### config.mk
export PLATFORM = sky130hd
export DESIGN_NAME = ptsp_top
export DESIGN_NICKNAME = d
export VERILOG_FILES = /design/src/ptsp_pkg.sv /design/src/ptsp_top.sv /design/src/ptsp_sync2.sv
export SDC_FILE = /design/constraint.sdc
export NUM_CORES = 1
export LEC_CHECK = 0
export ABC_AREA = 1
export BUFFER_PORTS_ARGS = -buffer_cell sky130_fd_sc_hd__buf_2
export CORE_ASPECT_RATIO = 2
export CORE_MARGIN = 8
export CORE_UTILIZATION = 30
export CTS_BUF_LIST = sky130_fd_sc_hd__clkbuf_4 sky130_fd_sc_hd__clkbuf_8
export CTS_CLUSTER_SIZE = 20
export DETAILED_ROUTE_END_ITERATION = 6
export HOLD_SLACK_MARGIN = 0.08
export PLACE_DENSITY = 0.48
export SYNTH_ARGS = -nofsm -noshare
export SYNTH_HDL_FRONTEND = slang
export SYNTH_SLANG_ARGS = --single-unit
### constraint.sdc
create_clock -name ref_clk_i -period 1.42 [get_ports ref_clk_i]
set_input_delay 0.142 -clock ref_clk_i [delete_from_list [all_inputs] [get_ports ref_clk_i]]
set_output_delay 0.142 -clock ref_clk_i [all_outputs]
set_load 0.01 [all_outputs]
### src/ptsp_pkg.sv
// Package holding constants, codes and types of the trace status port
package ptsp_pkg;
	localparam logic [7:0] CTRL_OFF = 8'h00;
	localparam logic [7:0] DATA_OFF = 8'h04;
	localparam logic [7:0] EVENT_OFF = 8'h08;
	localparam logic [7:0] STATUS_OFF = 8'h0C;
	localparam int CTRL_EN_BIT = 0;
	localparam int CTRL_PDOWN_BIT = 1;
	localparam int STAT_PEND_BIT = 0;
	localparam int STAT_PDOWN_BIT = 1;
	localparam int STAT_ERR_BIT = 2;
	localparam int STAT_DBGMODE_BIT = 3;
	localparam int STAT_STRAPBAD_BIT = 4;
	localparam int STAT_CODE_LSB = 8;
	localparam logic [3:0] ST_CONT = 4'h0;
	localparam logic [3:0] ST_INSTR = 4'h1;
	localparam logic [3:0] ST_RSVD2 = 4'h2;
	localparam logic [3:0] ST_USER = 4'h3;
	localparam logic [3:0] ST_MARK = 4'h4;
	localparam logic [3:0] ST_BRANCH = 4'h5;
	localparam logic [3:0] ST_RSVD6 = 4'h6;
	localparam logic [3:0] ST_RET = 4'h7;
	localparam logic [3:0] ST_BYTE1 = 4'h8;
	localparam logic [3:0] ST_BYTE4 = 4'hB;
	localparam logic [3:0] ST_EXC = 4'hC;
	localparam logic [3:0] ST_EMU = 4'hD;
	localparam logic [3:0] ST_STOP = 4'hE;
	localparam logic [3:0] ST_HALT = 4'hF;
	localparam logic [2:0] HOLD_CYCLES = 3'h4;
	localparam logic [31:0] RST_WORD = 32'h0000_0000;
	localparam int SYNC_W = 6;

	typedef enum logic [3:0] {
		FSM_IDLE = 4'b0001,
		FSM_DATA = 4'b0010,
		FSM_HOLD = 4'b0100,
		FSM_PDOWN = 4'b1000
	} ptsp_fsm_t;

	typedef struct packed {
		logic tclk;
		logic [3:0] code;
		logic [3:0] nib;
		logic nib_en;
		logic out_en;
	} ptsp_pins_t;

	typedef struct packed {
		ptsp_fsm_t fsm;
		ptsp_pins_t pins;
		logic [31:0] shift;
		logic [3:0] dcnt;
		logic [2:0] hold;
		logic pend;
		logic [3:0] pend_code;
		logic [31:0] pend_data;
		logic enable;
		logic pdown;
		logic err;
		logic aw_held;
		logic [7:0] awaddr;
		logic w_held;
		logic [31:0] wdata;
		logic [3:0] wstrb;
		logic awready;
		logic wready;
		logic bvalid;
		logic arready;
		logic rvalid;
		logic [31:0] rdata;
	} ptsp_state_t;
endpackage

### src/ptsp_top.sv
// Trace status port: status nibble, debug nibble, trace clock and AXI4-Lite registers
// Behaviour
// - Output float input low forces all drivers off, asynchronously.
// - Active boundary scan overrides the float input on every pin enable.
// - Trace clock out runs at trace core rate and times both nibble buses.
// - Debug nibble bus is four bits and carries captured data nibble-wise.
// - Status bus changes only on trace clock timing, reflecting execution state.
// - Codes 0000, 0001, 0011 emitted; reserved 0010 and 0110 are never emitted.
// - Codes 0100, 0101, 0111 for marker/write, branch/sync, exception return.
// - Codes 1000 to 1011 announce one to four data bytes.
// - Codes 1100 to 1111: exception, emulator entry, stopped, halted.
// - Codes 1100 to 1111 are held for several trace cycles.
// - Scan pins share the debug pins; scan enables take the pins.
// - Reset pin low starts reset exception and releases the data bus.
// - Wake pin driven low leaves power-down mode.
//
// Design decisions made here: the register addresses and the AXI4-Lite interface to the registers.
module ptsp_top (
	input wire logic ref_clk_i,
	input wire logic rstn_i,
	input wire logic [31:0] s_axi_awaddr_i,
	input wire logic s_axi_awvalid_i,
	output logic s_axi_awready_o,
	input wire logic [31:0] s_axi_wdata_i,
	input wire logic [3:0] s_axi_wstrb_i,
	input wire logic s_axi_wvalid_i,
	output logic s_axi_wready_o,
	output logic [1:0] s_axi_bresp_o,
	output logic s_axi_bvalid_o,
	input wire logic s_axi_bready_i,
	input wire logic [31:0] s_axi_araddr_i,
	input wire logic s_axi_arvalid_i,
	output logic s_axi_arready_o,
	output logic [31:0] s_axi_rdata_o,
	output logic [1:0] s_axi_rresp_o,
	output logic s_axi_rvalid_o,
	input wire logic s_axi_rready_i,
	input wire logic [2:0] test_mode_strap_i,
	input wire logic output_float_n_i,
	input wire logic scan_active_i,
	input wire logic scan_oe_i,
	input wire logic reset_in_n_i,
	input wire logic wake_n_i,
	output logic trace_clock_out_o,
	output logic trace_clock_oe_o,
	output logic [3:0] exec_state_bus_o,
	output logic exec_state_oe_o,
	output logic [3:0] debug_nibble_bus_o,
	output logic debug_nibble_oe_o
);
	ptsp_pkg::ptsp_state_t st_ff;
	ptsp_pkg::ptsp_state_t nxt_st;
	logic [ptsp_pkg::SYNC_W-1:0] pins_sync;
	logic [2:0] strap_s;
	logic reset_in_s;
	logic wake_s;
	logic debug_mode_select_strap;
	logic trace_tick;
	logic pad_ok;
	logic [31:0] ctrl_word;
	logic [31:0] status_word;
	logic [7:0] rd_addr;
	logic wr_fire;

	ptsp_sync2 #(
		.W(ptsp_pkg::SYNC_W)
	) u_sync (
		.ref_clk_i(ref_clk_i),
		.rstn_i(rstn_i),
		.async_i({wake_n_i, reset_in_n_i, test_mode_strap_i, 1'b1}),
		.rst_val_i({1'b1, 1'b1, 3'b001, 1'b1}),
		.sync_o(pins_sync)
	);

	assign strap_s = pins_sync[3:1];
	assign reset_in_s = pins_sync[4];
	assign wake_s = pins_sync[5];
	assign debug_mode_select_strap = strap_s[0];
	// Status changes at the trace clock's falling edge so a probe samples mid-cycle
	assign trace_tick = st_ff.pins.tclk;
	assign rd_addr = s_axi_araddr_i[7:0];
	assign wr_fire = st_ff.aw_held && st_ff.w_held && !st_ff.bvalid;

	assign ctrl_word = {30'h0000_0000, st_ff.pdown, st_ff.enable};
	always_comb begin
		status_word = ptsp_pkg::RST_WORD;
		status_word[ptsp_pkg::STAT_PEND_BIT] = st_ff.pend;
		status_word[ptsp_pkg::STAT_PDOWN_BIT] = st_ff.pdown;
		status_word[ptsp_pkg::STAT_ERR_BIT] = st_ff.err;
		status_word[ptsp_pkg::STAT_DBGMODE_BIT] = debug_mode_select_strap;
		status_word[ptsp_pkg::STAT_STRAPBAD_BIT] = |strap_s[2:1];
		status_word[ptsp_pkg::STAT_CODE_LSB +: 4] = st_ff.pins.code;
	end

	always_comb begin
		logic byte_code;
		logic long_code;
		logic rsvd_code;
		logic ev_wr;
		logic [3:0] new_code;
		byte_code = 1'b0;
		long_code = 1'b0;
		rsvd_code = 1'b0;
		ev_wr = 1'b0;
		new_code = s_axi_wdata_i[3:0];
		nxt_st = st_ff;

		// Register writes
		if (s_axi_awvalid_i && st_ff.awready) begin
			nxt_st.aw_held = 1'b1;
			nxt_st.awaddr = s_axi_awaddr_i[7:0];
		end
		if (s_axi_wvalid_i && st_ff.wready) begin
			nxt_st.w_held = 1'b1;
			nxt_st.wdata = s_axi_wdata_i;
			nxt_st.wstrb = s_axi_wstrb_i;
		end
		new_code = st_ff.wdata[3:0];
		if (wr_fire) begin
			nxt_st.aw_held = 1'b0;
			nxt_st.w_held = 1'b0;
			nxt_st.bvalid = 1'b1;
			case (st_ff.awaddr)
				ptsp_pkg::CTRL_OFF: begin
					if (st_ff.wstrb[0]) begin
						nxt_st.enable = st_ff.wdata[ptsp_pkg::CTRL_EN_BIT];
						nxt_st.pdown = st_ff.wdata[ptsp_pkg::CTRL_PDOWN_BIT];
					end
				end
				ptsp_pkg::DATA_OFF: begin
					for (int b = 0; b < 4; b++) begin
						if (st_ff.wstrb[b]) begin
							nxt_st.pend_data[8*b +: 8] = st_ff.wdata[8*b +: 8];
						end
					end
				end
				ptsp_pkg::EVENT_OFF: begin
					ev_wr = st_ff.wstrb[0];
				end
				ptsp_pkg::STATUS_OFF: begin
					if (st_ff.wstrb[0] && st_ff.wdata[ptsp_pkg::STAT_ERR_BIT]) begin
						nxt_st.err = 1'b0;
					end
				end
				default: begin
				end
			endcase
		end
		if (s_axi_bready_i && st_ff.bvalid) begin
			nxt_st.bvalid = 1'b0;
		end

		// Register reads
		if (s_axi_rready_i && st_ff.rvalid) begin
			nxt_st.rvalid = 1'b0;
		end
		if (s_axi_arvalid_i && st_ff.arready) begin
			nxt_st.rvalid = 1'b1;
			case (rd_addr)
				ptsp_pkg::CTRL_OFF: nxt_st.rdata = ctrl_word;
				ptsp_pkg::DATA_OFF: nxt_st.rdata = st_ff.pend_data;
				ptsp_pkg::EVENT_OFF: nxt_st.rdata = {28'h000_0000, st_ff.pend_code};
				ptsp_pkg::STATUS_OFF: nxt_st.rdata = status_word;
				default: nxt_st.rdata = ptsp_pkg::RST_WORD;
			endcase
		end

		// Event queueing; reserved codes and writes while an event is still pending are refused
		rsvd_code = (new_code == ptsp_pkg::ST_RSVD2) || (new_code == ptsp_pkg::ST_RSVD6);
		if (ev_wr) begin
			if (rsvd_code || st_ff.pend) begin
				nxt_st.err = 1'b1;
			end else begin
				nxt_st.pend = 1'b1;
				nxt_st.pend_code = new_code;
			end
		end

		// Trace clock toggles every cycle; one trace cycle is two ref cycles
		nxt_st.pins.tclk = !st_ff.pins.tclk;
		nxt_st.pins.out_en = debug_mode_select_strap;

		if (trace_tick) begin
			byte_code = st_ff.pend_code[3:2] == 2'b10;
			long_code = st_ff.pend_code[3:2] == 2'b11;
			nxt_st.pins.nib_en = 1'b0;
			case (st_ff.fsm)
				ptsp_pkg::FSM_IDLE: begin
					nxt_st.pins.code = ptsp_pkg::ST_CONT;
					if (st_ff.pdown) begin
						nxt_st.pins.code = ptsp_pkg::ST_STOP;
						nxt_st.fsm = ptsp_pkg::FSM_PDOWN;
					end else if (st_ff.pend && st_ff.enable) begin
						// A write landing now saw pend set and was refused, so nothing stays queued
						nxt_st.pend = 1'b0;
						nxt_st.pins.code = st_ff.pend_code;
						nxt_st.shift = st_ff.pend_data;
						if (byte_code) begin
							// Two nibbles per announced byte
							nxt_st.dcnt = {1'b0, st_ff.pend_code[1:0], 1'b0} + 4'h2;
							nxt_st.fsm = ptsp_pkg::FSM_DATA;
						end else if (long_code) begin
							nxt_st.hold = ptsp_pkg::HOLD_CYCLES - 3'h1;
							nxt_st.fsm = ptsp_pkg::FSM_HOLD;
						end
					end
				end
				ptsp_pkg::FSM_DATA: begin
					nxt_st.pins.code = ptsp_pkg::ST_CONT;
					nxt_st.pins.nib = st_ff.shift[3:0];
					nxt_st.pins.nib_en = 1'b1;
					nxt_st.shift = {4'h0, st_ff.shift[31:4]};
					nxt_st.dcnt = st_ff.dcnt - 4'h1;
					if (st_ff.dcnt == 4'h1) begin
						nxt_st.fsm = ptsp_pkg::FSM_IDLE;
					end
				end
				ptsp_pkg::FSM_HOLD: begin
					nxt_st.hold = st_ff.hold - 3'h1;
					if (st_ff.hold == 3'h1) begin
						nxt_st.fsm = ptsp_pkg::FSM_IDLE;
					end
				end
				ptsp_pkg::FSM_PDOWN: begin
					nxt_st.pins.code = ptsp_pkg::ST_STOP;
					if (!wake_s) begin
						nxt_st.pdown = 1'b0;
						nxt_st.fsm = ptsp_pkg::FSM_IDLE;
					end
				end
				default: begin
					nxt_st.fsm = ptsp_pkg::FSM_IDLE;
				end
			endcase
		end

		// Reset pin: flush, release the data nibble, report reset exception
		if (!reset_in_s) begin
			nxt_st.pend = 1'b0;
			nxt_st.pdown = 1'b0;
			nxt_st.pins.nib_en = 1'b0;
			nxt_st.dcnt = 4'h0;
			if (trace_tick) begin
				nxt_st.pins.code = ptsp_pkg::ST_EXC;
				nxt_st.hold = ptsp_pkg::HOLD_CYCLES;
				nxt_st.fsm = ptsp_pkg::FSM_HOLD;
			end
		end

		nxt_st.awready = !nxt_st.aw_held && !nxt_st.bvalid;
		nxt_st.wready = !nxt_st.w_held && !nxt_st.bvalid;
		nxt_st.arready = !nxt_st.rvalid;
	end

	always_ff @(posedge ref_clk_i or negedge rstn_i) begin
		if (!rstn_i) begin
			st_ff <= '{fsm: ptsp_pkg::FSM_IDLE, default: '0};
		end else begin
			st_ff <= nxt_st;
		end
	end

	// Float acts without the clock; scan enables win over it
	assign pad_ok = output_float_n_i;
	always_comb begin
		if (scan_active_i) begin
			trace_clock_oe_o = scan_oe_i;
			exec_state_oe_o = scan_oe_i;
			debug_nibble_oe_o = scan_oe_i;
		end else begin
			trace_clock_oe_o = st_ff.pins.out_en && pad_ok;
			exec_state_oe_o = st_ff.pins.out_en && pad_ok;
			debug_nibble_oe_o = st_ff.pins.out_en && st_ff.pins.nib_en && pad_ok;
		end
	end

	assign trace_clock_out_o = st_ff.pins.tclk;
	assign exec_state_bus_o = st_ff.pins.code;
	assign debug_nibble_bus_o = st_ff.pins.nib;
	assign s_axi_awready_o = st_ff.awready;
	assign s_axi_wready_o = st_ff.wready;
	assign s_axi_bvalid_o = st_ff.bvalid;
	assign s_axi_bresp_o = 2'b00;
	assign s_axi_arready_o = st_ff.arready;
	assign s_axi_rvalid_o = st_ff.rvalid;
	assign s_axi_rdata_o = st_ff.rdata;
	assign s_axi_rresp_o = 2'b00;
endmodule

### src/ptsp_sync2.sv
// Two-stage synchroniser for pin inputs
module ptsp_sync2 #(
	parameter int W = 1
) (
	input wire logic ref_clk_i,
	input wire logic rstn_i,
	input wire logic [W-1:0] async_i,
	input wire logic [W-1:0] rst_val_i,
	output logic [W-1:0] sync_o
);
	logic [W-1:0] meta_ff;
	logic [W-1:0] sync_ff;
	logic armed_ff;

	// Reset level taken from rst_val_i only after release, never under reset
	always_ff @(posedge ref_clk_i or negedge rstn_i) begin
		if (!rstn_i) begin
			meta_ff <= '0;
			sync_ff <= '0;
			armed_ff <= 1'b0;
		end else begin
			meta_ff <= async_i;
			armed_ff <= 1'b1;
			sync_ff <= armed_ff ? meta_ff : rst_val_i;
		end
	end

	assign sync_o = sync_ff;
endmodule

Yosys cells after proc, flatten, opt, wreduce, memory -nomap -nowiden
Index checks and enable logic that the tools add are counted.
{"block": "word_totals", "mem_bits_rw": 0, "inputBits": 115, "mem_count": 0, "latchBits": 0, "mem_bits_ro": 0, "reg_bits": 190, "word_cells": 150, "out_inout_bits": 53}
{"block": "classes", "shift": 0, "n_reduce_logical": 35, "n_mul": 0, "n_mux": 56, "n_addsub": 3, "n_div": 0, "bitwise": 1, "order_cmp": 0, "n_eq_ne": 23}
{"cell": "$pmux 32 s4", "count": 1}
{"cell": "$mux 40", "count": 2}
{"cell": "$pmux 36 s2", "count": 1}
{"cell": "$mux 4", "count": 15}
{"cell": "$mux 37", "count": 1}
{"cell": "$mux 33", "count": 1}
{"cell": "$eq 8x4->1 const B", "count": 4}
{"cell": "$mux 1", "count": 20}
{"cell": "$mux 9", "count": 2}
{"cell": "$eq 8x3->1 const B", "count": 2}
{"cell": "$logic_not 8->1", "count": 2}
{"cell": "$mux 8", "count": 2}
{"cell": "$pmux 4 s4", "count": 1}
{"cell": "$mux 5", "count": 3}
{"cell": "$reduce_and 3->1", "count": 5}
{"cell": "$logic_and 1x1->1", "count": 14}
{"cell": "$mux 3", "count": 4}
{"cell": "$ne 3x3->1 const B", "count": 4}
{"cell": "$pmux 4 s3", "count": 1}
{"cell": "$eq 4x1->1 const B", "count": 2}
{"cell": "$eq 4x2->1 const B", "count": 2}
{"cell": "$eq 4x3->1 const B", "count": 2}
{"cell": "$logic_not 1->1", "count": 6}
{"cell": "$mux 6", "count": 1}
{"cell": "other kinds (15)", "count": 20}

Longest topological paths before layout
{"block": "depth", "depth_word": 11, "ltp_mapped": 10, "mapped_depth_nobuf": 10}

Modules after synthesis
From an unflattened synthesis, not the netlist that was laid out.
{"block": "hier_totals", "hier_cells": 1016, "area_unflattened_um2": 9007.4}
{"module": "ptsp_top", "seq_area_each_um2": 4430.5, "cells_each": 983, "area_each_um2": 8607.0, "instances": 1}
{"module": "ptsp_sync2", "seq_area_each_um2": 325.3, "cells_each": 33, "area_each_um2": 400.4, "instances": 1}

Worst setup path after synthesis
No wires, ideal clock.
{"block": "synth_path", "kind": "register -> register", "startpoint": "register (tool-made name)", "endpoint": "register st_ff[160] in the netlist's numbering", "slack_ns": 0.012, "period_less_slack_ns": 1.408, "required_ns": 1.299, "arrival_time_ns": 1.288, "setup_time_ns": 0.121, "path_buffers": 1, "path_stages_with_launch": 7, "path_cell_list": "dfstp_2 > nand2_4 > nor2_8 > a21oi_2 > nor2_8 > buf_6 > o21ai_1"}
{"element": "to (signal assigned)", "line_no": "ptsp_top.sv:259", "source": "st_ff <= nxt_st;"}
{"element": "to (decl)", "line_no": "ptsp_top.sv:51", "source": "ptsp_pkg::ptsp_state_t st_ff;"}

==> impl_metrics.yaml <==
finish:
  nFillCells: 3079
  final_area_um2: 11680
  multi_input_area_um2: 3437
  area_growth_pct: 30.86
  final_cell_mix: "272 x nand2_1, 186 x dfrtp_1, 132 x inv_1, 114 x buf_2, 71 x buf_4"
  drive_gt1_frac: 0.3058
  final_common_cell: "nand2_1"
  final_nets: 1356
  ff_latch_area_um2: 4707
clock_tree:
  root_buffer: "clkbuf_8"
  insertion_delay_ps: 500
  clkTransAtPathRegs_ps: 110
  clkSinkCount: 188
  cts_tree: "done"
  cts_made_buffers: 17
  cts_max_level: 4
  cts_buffer_depth: 2
placed_design:
  dpl_cell_area_um2: 10180
  post-place-ws_ps: -155.4
  dp_hpwl_um: 18830
  port_buffers: 115
  gp_congestion: 0.8698
logic_synthesis:
  synthCells: 1028
  ys_warn_count: 0
  ys_seq_area_frac: 0.5273
  async_flop_share: 1.000
  ys.flop_type: "dfrtp_1"
  avgSynthCellArea_um2: 8.682
  yosys_register_bits: 188
  synth_edf_count: 0
  synthDistinctLibCells: 36
  netlist_area_um2: 8925
grt:
  grt_use_total: 0.1446
  grt_max_degree: 56
  grt-ovfl-total: 0
  grt_first_pass_wirelength_um: 39450
  antenna_found_initial: 1
  grt_pass1_vias: 7428
detailed_routing:
  first_iter_violations: 318
  ant_nets: 0
  routed_wl_um: 24910
  vias: 7190
  route.detailed.drc: 0
  wl_per_cell_um: 15.44
  avgViaCountPerCell: 4.455
  dr.pass1.iters: 7
power:
  p_seq_frac: 0.470
  cell_internal_pwr_mw: 9.577
  powerDensity_nw_per_um2: 1281
  swShare: 0.3598
  clkPwrFrac: 0.232
  power.leakage_nw: 5.663
  combPwrFrac: 0.298
  ir_drop_mv: 0.6530
  p_switching_mw: 5.382
  p_total_mw: 14.96
critical_path:
  worst-path-max-fanout: 26
  worstSetupStartpointType: "flip-flop"
  endpoint_kind: "flip-flop"
  path_class: "flip-flop to flip-flop"
  r2r_slack_ps: -80
  cp.arrival_ps: 1930
  required_ps: 1840
run_status:
  violations: "negative setup slack"
  status: "complete, but fails checks"
die:
  die_y_um: 259.9
  core_area_um2: 29400
  die_w_um: 138.0
  dieArea_um2: 35860
  pin_count: 168
  fp-row-count: 89
  initial_core_util: 0.3036
sta:
  hold_violations: 0
  finalWorstSetupSlack_ps: -81.86
  skew_ps: 19.25
  slew_viol_final: 0
  rsz0062_at_grt: "true"
  period_needed_ps: 1502
  hold_ws_ps: 158.2
  fmax_mhz: 665.8
  finalCritPeriodShare: 1.058
  setup-violations-final: 40
  fin_setup_tns_ps: -1988
min_path:
  hold_class: "input pin to flip-flop"
job:
  drv_cap: 0
[timing repair]
action / 4_1_cts / 5_1_grt
hold endpoints to repair: 242 / 0
pin swaps: 5 / 17
gates cloned: 0 / 4
hold buffers: 55 / 0
endpoints found under the setup margin: 59 / 93
buffers inserted: 4 / 9
gates resized for setup: 38 / 72
[registers in the layout, summed over array words and instances, names as in the netlist, 2 cells and up, named ones only]
| signal | cells |
|---|---|
| st_ff | 122 |
| s_axi_rdata_o | 32 |
| u_sync.meta_ff | 6 |
| u_sync.sync_o | 5 |
| debug_nibble_bus_o | 4 |
| ctrl_word | 2 |
[final timing paths]
kind,to,cells past startpoint,start
max in group asynchronous,asynchronous set/reset pin,4,rstn_i
hold / removal,s_axi_rdata_o[1]$_DFFE_PN0P_,5,s_axi_arvalid_i
setup reg to reg,st_ff[135]$_DFFE_PN0P_,7,flip-flop
hold reg to reg,u_sync.sync_o[4]$_DFF_PN0_,2,u_sync.meta_ff[4]$_DFF_PN0_
min in group asynchronous,st_ff[48]$_DFFE_PN0P_,3,rstn_i
setup / recovery,st_ff[135]$_DFFE_PN0P_,7,flip-flop
[power groups by stage]
stage          Clock [mW]  Sequential [mW]  Combinational, mW
2_1_floorplan           0             6.96               2.27
3_3_place_gp            0             7.07               3.92
3_5_place_dp            0             7.09               3.96
4_1_cts              3.62             6.98               4.23
5_1_grt              3.82             7.16               5.05
6_report             3.47             7.04               4.46
[metrics by stage]
stage | instances | util
2_1_floorplan | 1031 | -
3_3_place_gp | 1509 | 0.3464
3_5_place_dp | 1509 | 0.3464
4_1_cts | 1600 | 0.3831
5_1_grt | 1614 | 0.3973
6_report | 1614 | 0.3973
[area by class of cell]
cell class,count,area share
repair buffers,270,0.1844
multi-input cells,617,0.2943
clock buffers,18,0.02121
clock inverters,14,0.01136
flip-flops and latches,188,0.4030
diodes,1,0.0002143
inverters,142,0.04650
well taps,364,0.03900
[worst max-delay path, stage by stage (launching register included)]
cell	delay, ps
dfstp_2	600
nand2_4	80
nor2_8	160
a21oi_4	90
nor2_8	140
buf_12	210
nand2_1	100
o21ai_2	60
[synthesized netlist by cell type (5+ instances only)]
| library cell | count | area [um^2] |
|---|---|---|
| a21oi_1 | 7 | 35.03 |
| buf_2 | 11 | 55.05 |
| buf_4 | 45 | 337.8 |
| buf_6 | 11 | 123.9 |
| clkbuf_1 | 17 | 63.81 |
| dfrtp_1 | 187 | 4679 |
| ha_1 | 5 | 62.56 |
| inv_1 | 135 | 506.7 |
| inv_2 | 5 | 18.77 |
| nand2_1 | 302 | 1134 |
| nand3_1 | 45 | 225.2 |
| nand4_1 | 9 | 56.30 |
| nor2_1 | 45 | 168.9 |
| o21ai_0 | 61 | 305.3 |
| o21ai_1 | 9 | 45.04 |
| o21ai_2 | 53 | 464.2 |
| o22ai_1 | 26 | 162.7 |
| o31ai_1 | 24 | 180.2 |
[metal layers]
| metal | share of wire | GRT usage | up-vias |
|---|---|---|---|
| li1 | - | - | 3637 |
| met1 | 0.36 | 0.1437 | 3409 |
| met2 | 0.58 | 0.2759 | 108 |
| met3 | 0.027 | 0.02590 | 36 |
| met4 | 0.036 | 0.06875 | 0 |
| met5 | 0 | 0 | - |
[logic make-up after synthesis]
group / synth area share
AO/OA/AOI/OAI: 0.1368
XOR/XNOR: 0.0009815
adder cells (fa/ha/maj): 0.007010
buffers and inverters: 0.1251
flip-flops: 0.5273
other: 0.0008415
AND/OR/NAND/NOR: 0.2020
Note: power is estimated with default switching activity, not from simulation.
